$ cat config.mk
export PLATFORM = sky130hd
export DESIGN_NAME = slmc_host
export DESIGN_NICKNAME = d
export VERILOG_FILES = /design/src/logic/slmc_pkg.sv /design/src/logic/slmc_byte_gen.sv /design/src/logic/slmc_host.sv
export SDC_FILE = /design/constraint.sdc
export NUM_CORES = 2
export LEC_CHECK = 0
export BUFFER_PORTS_ARGS = -buffer_cell sky130_fd_sc_hd__buf_2
export CORE_MARGIN = 1.5
export CORE_UTILIZATION = 65
export CTS_BUF_LIST = sky130_fd_sc_hd__clkbuf_4 sky130_fd_sc_hd__clkbuf_8
export DETAILED_ROUTE_END_ITERATION = 12
export PLACE_DENSITY_LB_ADDON = 0.05
export SYNTH_ARGS = -nofsm -noshare
export SYNTH_HDL_FRONTEND = slang
export SYNTH_HIERARCHICAL = 1
export SYNTH_SLANG_ARGS = --single-unit
$ cat constraint.sdc
create_clock -name core_clk -period 2.36 [get_ports core_clk]
set_input_delay 0.354 -clock core_clk [delete_from_list [all_inputs] [get_ports core_clk]]
set_output_delay 0.354 -clock core_clk [all_outputs]
set_load 0.02 [all_outputs]
$ cat src/logic/slmc_pkg.sv
// Summary of operation
// - halftone mask entries go row by row, left to right, top row first.
// - mask header horizontal and vertical sizes are sent equal, both eight.
// - gamma payload is a ten byte header, then the table entries.
// - gamma table identifier byte is zero, selecting black and white.
// - gamma table order byte is reserved and sent as zero.
// - bit padding type byte is reserved and sent as zero.
// - source size field holds 256 entries.
// - destination size field holds 256 entries.
// - scan length byte counts window identifier list bytes sent.
// - two-sided scan sends front and back window identifiers.
// - one-sided scan sends only the front window identifier.
package slmc_pkg;
  // ---------------------------------------------------------------
  // command and payload layout
  // ---------------------------------------------------------------
  localparam logic [7:0]  OP_SEND      = 8'h2a;
  localparam logic [7:0]  OP_SCAN      = 8'h1b;
  localparam logic [7:0]  DT_MASK      = 8'h02;
  localparam logic [7:0]  DT_GAMMA     = 8'h03;
  localparam logic [7:0]  HDR_LEN      = 8'h0a;
  localparam logic [7:0]  MASK_DIM     = 8'h08;
  localparam logic [7:0]  GAMMA_BW_ID  = 8'h00;
  localparam logic [15:0] TABLE_SIZE   = 16'h0100;
  localparam logic [7:0]  WIN_FRONT    = 8'h00;
  localparam logic [7:0]  WIN_BACK     = 8'h80;
  localparam logic [3:0]  SEND_CDB_LEN = 4'ha;
  localparam logic [3:0]  SCAN_CDB_LEN = 4'h6;
  localparam logic [6:0]  MASK_LEN     = 7'h40;
  localparam logic [10:0] MASK_TOTAL   = 11'h04a;
  localparam logic [10:0] GAMMA_TOTAL  = 11'h10a;
  localparam logic [10:0] LIST_SIMPLEX = 11'h001;
  localparam logic [10:0] LIST_DUPLEX  = 11'h002;
  localparam logic [7:0]  RSVD_ZERO    = 8'h00;

  // ---------------------------------------------------------------
  // byte positions within command blocks and payload headers
  // ---------------------------------------------------------------
  localparam logic [3:0]  POS_OPCODE   = 4'h0;
  localparam logic [3:0]  POS_TYPE     = 4'h2;
  localparam logic [3:0]  POS_SCAN_LEN = 4'h4;
  localparam logic [3:0]  POS_QUAL     = 4'h5;
  localparam logic [3:0]  POS_LEN_HI   = 4'h7;
  localparam logic [3:0]  POS_LEN_LO   = 4'h8;
  localparam logic [3:0]  POS_XSIZE_LO = 4'h5;
  localparam logic [3:0]  POS_YSIZE_LO = 4'h7;
  localparam logic [3:0]  POS_TBL_ID   = 4'h0;
  localparam logic [3:0]  POS_TBL_ORD  = 4'h2;
  localparam logic [3:0]  POS_PAD      = 4'h3;
  localparam logic [3:0]  POS_SRC_HI   = 4'h4;
  localparam logic [3:0]  POS_SRC_LO   = 4'h5;
  localparam logic [3:0]  POS_DST_HI   = 4'h6;
  localparam logic [3:0]  POS_DST_LO   = 4'h7;

  typedef enum logic [1:0] {SLMC_JOB_MASK, SLMC_JOB_GAMMA, SLMC_JOB_SCAN} slmc_job_t;
  typedef enum logic [1:0] {SLMC_IDLE, SLMC_CDB, SLMC_DATA, SLMC_WAIT} slmc_state_t;
endpackage

$ cat src/logic/slmc_byte_gen.sv
`timescale 1ns/1ps
// forms the byte at one stream position for each kind of transfer
module slmc_byte_gen (
  input  wire logic              [1:0]  job,        // slmc_pkg::slmc_job_t code
  input  wire logic              [10:0] pos,        // byte index within phase
  input  wire logic                     cdb_phase,  // high while sending command block
  input  wire logic              [2:0]  mask_id,    // halftone mask or gamma slot
  input  wire logic                     duplex,     // two-sided scan
  input  wire logic              [7:0]  mask_byte,  // threshold from mask store
  input  wire logic              [7:0]  gamma_byte, // entry from gamma store
  output logic                   [7:0]  dout        // byte to send
);
  logic [10:0] len;

  always_comb
  begin
    dout = slmc_pkg::RSVD_ZERO;
    unique case (job)
      slmc_pkg::SLMC_JOB_MASK:  len = slmc_pkg::MASK_TOTAL;
      slmc_pkg::SLMC_JOB_GAMMA: len = slmc_pkg::GAMMA_TOTAL;
      default:                  len = duplex ? slmc_pkg::LIST_DUPLEX : slmc_pkg::LIST_SIMPLEX;
    endcase
    if (cdb_phase)
    begin
      if (job == slmc_pkg::SLMC_JOB_SCAN)
      begin
        unique case (pos[3:0])
          slmc_pkg::POS_OPCODE:   dout = slmc_pkg::OP_SCAN;
          slmc_pkg::POS_SCAN_LEN: dout = len[7:0];
          default:                dout = slmc_pkg::RSVD_ZERO;
        endcase
      end
      else
      begin
        unique case (pos[3:0])
          slmc_pkg::POS_OPCODE: dout = slmc_pkg::OP_SEND;
          slmc_pkg::POS_TYPE:   dout = (job == slmc_pkg::SLMC_JOB_MASK) ? slmc_pkg::DT_MASK
                                                                       : slmc_pkg::DT_GAMMA;
          slmc_pkg::POS_QUAL:   dout = {5'h00, mask_id};
          slmc_pkg::POS_LEN_HI: dout = {5'h00, len[10:8]};
          slmc_pkg::POS_LEN_LO: dout = len[7:0];
          default:              dout = slmc_pkg::RSVD_ZERO;
        endcase
      end
    end
    else if (job == slmc_pkg::SLMC_JOB_SCAN)
      // front first, back only on a two-sided scan
      dout = (pos[0] && duplex) ? slmc_pkg::WIN_BACK : slmc_pkg::WIN_FRONT;
    else if (pos >= {3'h0, slmc_pkg::HDR_LEN})
      dout = (job == slmc_pkg::SLMC_JOB_MASK) ? mask_byte : gamma_byte;
    else if (job == slmc_pkg::SLMC_JOB_MASK)
    begin
      unique case (pos[3:0])
        slmc_pkg::POS_XSIZE_LO: dout = slmc_pkg::MASK_DIM;
        slmc_pkg::POS_YSIZE_LO: dout = slmc_pkg::MASK_DIM;
        default:                dout = slmc_pkg::RSVD_ZERO;
      endcase
    end
    else
    begin
      unique case (pos[3:0])
        slmc_pkg::POS_TBL_ID:  dout = slmc_pkg::GAMMA_BW_ID;
        slmc_pkg::POS_TBL_ORD: dout = slmc_pkg::RSVD_ZERO;
        slmc_pkg::POS_PAD:     dout = slmc_pkg::RSVD_ZERO;
        slmc_pkg::POS_SRC_HI:  dout = slmc_pkg::TABLE_SIZE[15:8];
        slmc_pkg::POS_SRC_LO:  dout = slmc_pkg::TABLE_SIZE[7:0];
        slmc_pkg::POS_DST_HI:  dout = slmc_pkg::TABLE_SIZE[15:8];
        slmc_pkg::POS_DST_LO:  dout = slmc_pkg::TABLE_SIZE[7:0];
        default:               dout = slmc_pkg::RSVD_ZERO;
      endcase
    end
  end
endmodule

$ cat src/logic/slmc_host.sv
`timescale 1ns/1ps
module slmc_host (
  input  wire logic        core_clk,     // 40 MHz clock
  input  wire logic        rst_b,        // async reset, active low
  // user side
  input  wire logic        wr_en,        // table write strobe
  input  wire logic        wr_sel,       // 0 mask store, 1 gamma store
  input  wire logic [7:0]  wr_addr,      // entry index, row major for mask
  input  wire logic [7:0]  wr_data,      // entry value
  input  wire logic        start,        // start one transfer, pulse
  input  wire logic [1:0]  job,          // 0 mask, 1 gamma, 2 scan
  input  wire logic [2:0]  slot_id,      // mask or gamma slot identifier
  input  wire logic        duplex,       // two-sided scan list
  output logic             busy,         // transfer in progress
  output logic             done,         // transfer finished, pulse
  output logic             rejected,     // device reported check condition
  // device side byte stream
  output logic             cmd_valid,    // byte on cmd_data is command block
  output logic             dat_valid,    // byte on cmd_data is data out
  output logic      [7:0]  cmd_data,     // outgoing byte
  input  wire logic        dev_ready,    // device takes the byte this cycle
  input  wire logic        stat_valid,   // status byte from device
  input  wire logic        stat_check    // status is check condition
);
  // ---------------------------------------------------------------
  // reset release and state
  // ---------------------------------------------------------------
  logic [1:0] rst_sync_q;
  logic       rst_n;

  always_ff @(posedge core_clk or negedge rst_b)
  begin
    if (!rst_b)
      rst_sync_q <= 2'h0;
    else
      rst_sync_q <= {rst_sync_q[0], 1'b1};
  end
  assign rst_n = rst_sync_q[1];

  typedef struct packed {
    slmc_pkg::slmc_state_t st;
    logic [1:0]            job;
    logic [2:0]            slot;
    logic                  duplex;
    logic [10:0]           pos;
    logic [10:0]           len;
    logic                  busy;
    logic                  done;
    logic                  rejected;
    logic                  cmd_valid;
    logic                  dat_valid;
    logic [7:0]            data;
  } slmc_regs_t;

  slmc_regs_t r_q;
  slmc_regs_t r_d;

  // payload stores; mask row major so index equals stream order
  logic [7:0]  mask_mem  [0:63];
  logic [7:0]  gamma_mem [0:255];
  logic [7:0]  byte_out;
  logic [10:0] nxt_pos;
  logic        nxt_cdb;
  logic [10:0] ent;
  logic        idle;
  logic        start_ok;
  logic [1:0]  sel_job;
  logic [2:0]  sel_slot;
  logic        sel_duplex;
  logic [10:0] cdb_len;
  logic [10:0] dat_len;

  // ---------------------------------------------------------------
  // table stores
  // ---------------------------------------------------------------
  // no reset on the stores: the user loads them before the first send
  always_ff @(posedge core_clk)
  begin
    if (wr_en && !wr_sel)
      mask_mem[wr_addr[5:0]] <= wr_data;
    if (wr_en && wr_sel)
      gamma_mem[wr_addr] <= wr_data;
  end

  // ---------------------------------------------------------------
  // request decode
  // ---------------------------------------------------------------
  // while idle the byte former looks at the user inputs, so the opcode is
  // ready in the very cycle that start is taken
  always_comb
  begin
    idle       = (r_q.st == slmc_pkg::SLMC_IDLE);
    start_ok   = idle && start && (job != 2'h3);
    sel_job    = idle ? job : r_q.job;
    sel_slot   = idle ? slot_id : r_q.slot;
    sel_duplex = idle ? duplex : r_q.duplex;
    if (job == slmc_pkg::SLMC_JOB_SCAN)
      cdb_len = {7'h00, slmc_pkg::SCAN_CDB_LEN};
    else
      cdb_len = {7'h00, slmc_pkg::SEND_CDB_LEN};
    unique case (r_q.job)
      slmc_pkg::SLMC_JOB_MASK:  dat_len = slmc_pkg::MASK_TOTAL;
      slmc_pkg::SLMC_JOB_GAMMA: dat_len = slmc_pkg::GAMMA_TOTAL;
      default:                  dat_len = r_q.duplex ? slmc_pkg::LIST_DUPLEX
                                                     : slmc_pkg::LIST_SIMPLEX;
    endcase
  end

  // ---------------------------------------------------------------
  // next byte selection
  // ---------------------------------------------------------------
  always_comb
  begin
    nxt_cdb = 1'b0;
    nxt_pos = r_q.pos + 11'h001;
    unique case (r_q.st)
      slmc_pkg::SLMC_IDLE:
      begin
        nxt_cdb = 1'b1;
        nxt_pos = 11'h000;
      end
      slmc_pkg::SLMC_CDB:
        nxt_cdb = (r_q.pos + 11'h001) < r_q.len ? 1'b1 : 1'b0;
      slmc_pkg::SLMC_DATA, slmc_pkg::SLMC_WAIT:
        nxt_cdb = 1'b0;
    endcase
    // the data phase restarts the count, so header offsets start at zero
    if (r_q.st == slmc_pkg::SLMC_CDB && !nxt_cdb)
      nxt_pos = 11'h000;
    ent = nxt_pos - {3'h0, slmc_pkg::HDR_LEN};
  end

  slmc_byte_gen u_gen (
    .job        (sel_job),
    .pos        (nxt_pos),
    .cdb_phase  (nxt_cdb),
    .mask_id    (sel_slot),
    .duplex     (sel_duplex),
    .mask_byte  (mask_mem[ent[5:0]]),
    .gamma_byte (gamma_mem[ent[7:0]]),
    .dout       (byte_out)
  );

  // ---------------------------------------------------------------
  // transfer sequencer
  // ---------------------------------------------------------------
  always_comb
  begin
    r_d      = r_q;
    r_d.done = 1'b0;
    unique case (r_q.st)
      slmc_pkg::SLMC_IDLE:
        if (start_ok)
        begin
          r_d.st        = slmc_pkg::SLMC_CDB;
          r_d.job       = job;
          r_d.slot      = slot_id;
          r_d.duplex    = duplex;
          r_d.pos       = 11'h000;
          r_d.len       = cdb_len;
          r_d.busy      = 1'b1;
          r_d.rejected  = 1'b0;
          r_d.cmd_valid = 1'b1;
          r_d.data      = byte_out;
        end
      slmc_pkg::SLMC_CDB, slmc_pkg::SLMC_DATA:
        if (dev_ready)
        begin
          r_d.pos  = nxt_pos;
          r_d.data = byte_out;
          if (r_q.st == slmc_pkg::SLMC_DATA && nxt_pos >= r_q.len)
          begin
            r_d.st        = slmc_pkg::SLMC_WAIT;
            r_d.dat_valid = 1'b0;
          end
          else if (r_q.st == slmc_pkg::SLMC_CDB && !nxt_cdb)
          begin
            r_d.st        = slmc_pkg::SLMC_DATA;
            r_d.cmd_valid = 1'b0;
            r_d.dat_valid = 1'b1;
            r_d.len       = dat_len;
          end
        end
      slmc_pkg::SLMC_WAIT:
        if (stat_valid)
        begin
          r_d.st       = slmc_pkg::SLMC_IDLE;
          r_d.busy     = 1'b0;
          r_d.done     = 1'b1;
          r_d.rejected = stat_check;
        end
    endcase
  end

  always_ff @(posedge core_clk or negedge rst_n)
  begin
    if (!rst_n)
      r_q <= '{st: slmc_pkg::SLMC_IDLE, default: '0};
    else
      r_q <= r_d;
  end

  // ---------------------------------------------------------------
  // outputs, all straight from the state register
  // ---------------------------------------------------------------
  assign busy      = r_q.busy;
  assign done      = r_q.done;
  assign rejected  = r_q.rejected;
  assign cmd_valid = r_q.cmd_valid;
  assign dat_valid = r_q.dat_valid;
  assign cmd_data  = r_q.data;
endmodule

==> summary.txt <==
Status - finished with violations
Failing checks - setup timing
Nets - 7,373
Ys flop type - edfxtp_1
Initial antenna violation count - 17
Clk slew on worst S/H paths - 70 ps
Post-layout util - 79.94%
Worst clock skew - 43.28 ps
WP data arrival - 6990 ps
Latest clock arrival within the worst-skew pair - 1090 ps
GRT Total Usage - 40.25%
F_max - 165.7 MHz
Via count - 67,560
Gate Count Post-Synth - 6,012
Core Footprint - 156,600 sq um
Number of global-route vias before repair - 65,710
HPWL Detailed - 206,000 um
Avg Cell Area, Syn - 17.07 sq um
Clk sinks - 2,600
Die X - 400.4 um
Fin crit period - 6035 ps
Data required, critical path - 3320 ps
1st-iter DRT viols - 11,710
CP Launch Type - register
Yosys cell types - 88
Worst Hold Class - in -> reg
Final Max Slew Viols - 0
Peak supply drop - 0.001239 V
Finished Layout Cells - 9,709
Pleak - 42.11 nW
Cts bufs inserted - 413
Most frequent cells in the layout - edfxtp_1, buf_4, nor2_1
Via density - 6.958
Placer Congestion - 1.009
Die Ht - 400.4 um
Clock Tree Root - clkbuf_8
Max-cap violations - 0
Top-area cell type share of the netlist area - 74.89%
Initial Util - 65.56%
Crit end category - register
Initial DRT Pass Iterations - 7
Hold slack final - 105.4 ps
Area grow syn2layout - 21.94%
Post-synthesis register bit count - 2,600
Row count - 145
Power per Cell Area - 1308 nW/um^2
Leading area contributor after synthesis - edfxtp_1
Fraction of registers with async set/reset - 1.538%
I/O pin count - 43
Final Cycle Share - 255.7%
Endpoints failing setup - 29
CTS tree - yes
Die area - 160,300 sq um
Kind of critical path - reg -> reg
Crit-path max FO - 26
Post-synth EDFFs - 2,560
Pin count of the biggest net entering global routing - 94
Worst-Margin Slew - 1080 ps
Final worst setup slack - -3675 ps
Placed cells - 8,846
Routed len/inst - 33.18 um
Fillers - 8,218
Top cells by area, synth - edfxtp_1, mux4_2, o221ai_1
Mapped cell area - 102,600 sq um
Warnings from Yosys - 6
Gr ovfl total - 0
CTS max path bufs - 4
DRT antenna net count - 0
Slew margin rel. - 27.36%
Commonest non-fill, non-tap cell in the layout - edfxtp_1
Total Routed Length - 322,100 um
Unrepaired setup endpoints after global routing - yes
Final Hold Viols - 0
Port bufs - 42
DRC violations left - 0
H-tree levels - 5
Register area share after synthesis - 75.87%
First-pass GRT wire length - 461,100 um
Post-Syn Nets - 6,059
Share of cells above drive strength 1 - 32.40%
-- registers in the layout, summed over array words and instances (netlist names) --
signal,count
dat_valid,1
rst_sync_q,2
mask_mem,512
busy,1
done,1
rejected,1
cmd_data,8
cmd_valid,1
gamma_mem,2048
r_q,25
-- timing repair --
action	in CTS	in global routing
gates cloned	11	2
pin swaps	50	49
hold buffers	26	0
setup endpoints to repair	29	31
endpoints found under the hold margin	1952	0
gates resized for setup	215	118
setup buffers	66	27
-- power breakdown --
part / internal, mW / leakage, nW / switching (mW)
Combinational: 31.9 / 14.5 / 44.1
Sequential: 51.0 / 23.5 / 0.206
Clock: 19.2 / 4.09 / 17.3
Total: 102 / 42.1 / 61.7
-- final timing paths --
path | start | end | slack, ps | cells after the start
setup reg to reg | r_q[24] | cmd_data[7] | -3670 | 27
max in group asynchronous | rst_sync_q[1] | r_q[24] | 1260 | 0
hold / removal | wr_addr[0] | mask_mem[34][5] | 110 | 6
hold reg to reg | rst_sync_q[0] | rst_sync_q[1] | 360 | 0
setup / recovery | r_q[24] | cmd_data[7] | -3670 | 27
min in group asynchronous | rst_b | rst_sync_q[1] | 160 | 3
-- synthesized netlist by cell type, types with 10 or more instances --
master    number
a211oi_1      43
a21oi_1      187
a221oi_1      45
a22o_1        12
a22oi_1       45
a31oi_1       88
a32oi_1       19
buf_1         36
buf_2        100
buf_4         38
clkbuf_1     272
dfrtp_1       40
edfxtp_1    2560
ha_1          17
inv_1         23
mux2_2        35
mux2i_1      141
mux4_2       279
nand2_1      384
nand3_1      199
nand4_1       29
nor2_1       441
nor2b_1       18
nor3_1        42
nor4_1        23
o211ai_1     106
o21a_1        10
o21ai_0      157
o221ai_1     350
o22ai_1       77
o31ai_1       11
-- worst max-delay path, cell delays in order (launching register included) --
cell       delay [ps]
dfrtp_4           510
nand3_4           100
xor2_4            150
inv_2              70
ha_4              160
or3_1             340
o22a_1            260
o41a_1            390
a2111oi_4         370
nand2_2           150
ha_4              330
buf_12            160
buf_16            160
buf_4             140
buf_12            180
mux2i_1           260
a221o_1           200
nand2_1            70
o22ai_1           320
nor3_2            110
nor4_2            260
buf_4             220
nor4_2             70
buf_4             160
a22o_1            230
a32oi_1           140
nor2_1             60
mux2_2            260
-- stage by stage --
stage | setup slack (ps) | setup TNS, ps | power (mW) | cell area (sq um)
after global routing | -3787 | -74410 | 167.6 | 125100
after detailed placement | -4091 | -87170 | 118.6 | 114600
after CTS | -3516 | -69780 | 159.5 | 124300
after floorplan | -3052 | -56510 | 88.31 | 103700
after global placement | -3972 | -81760 | 118.0 | 114600
final | -3675 | -70860 | 163.8 | 125200
-- kinds of logic after synthesis --
kind of cell	share of synthesized area, %
DFF	75.87
AOI/OAI and AO/OA	8.785
and+or+nand+nor	5.039
buffers and inverters	2.053
muxes	7.881
adders and majority gates	0.2072
xor gates and xnor gates	0.1621
other	0.003653
-- cell type report --
type | instances | area [sq um] | share of cell area [%]
Inverter | 26 | 155.1 | 0.1240
Antenna cell | 18 | 45.04 | 0.03599
Timing Repair Buffer | 1350 | 12760 | 10.20
Clock inverter | 167 | 877.1 | 0.7008
Multi-Input combinational cell | 2934 | 24060 | 19.22
Timing Repair inverter | 1 | 20.02 | 0.01599
Clock buffer | 555 | 6788 | 5.423
Sequential cell | 2600 | 77880 | 62.23
Tap cell | 2058 | 2575 | 2.057
-- metal layers --
| metal | GRT usage [%] | part of all wire (%) | vias to the layer above | routed length (um) |
|---|---|---|---|---|
| met5 | 0 | 0.017 | - | 56 |
| met4 | 19.96 | 5.9 | 8 | 18990 |
| met3 | 11.92 | 15 | 1077 | 47330 |
| met2 | 58.90 | 45 | 5758 | 143700 |
| met1 | 56.06 | 35 | 33420 | 112000 |
| li1 | - | - | 27300 | - |
Note: power is estimated with default switching activity, not from simulation.
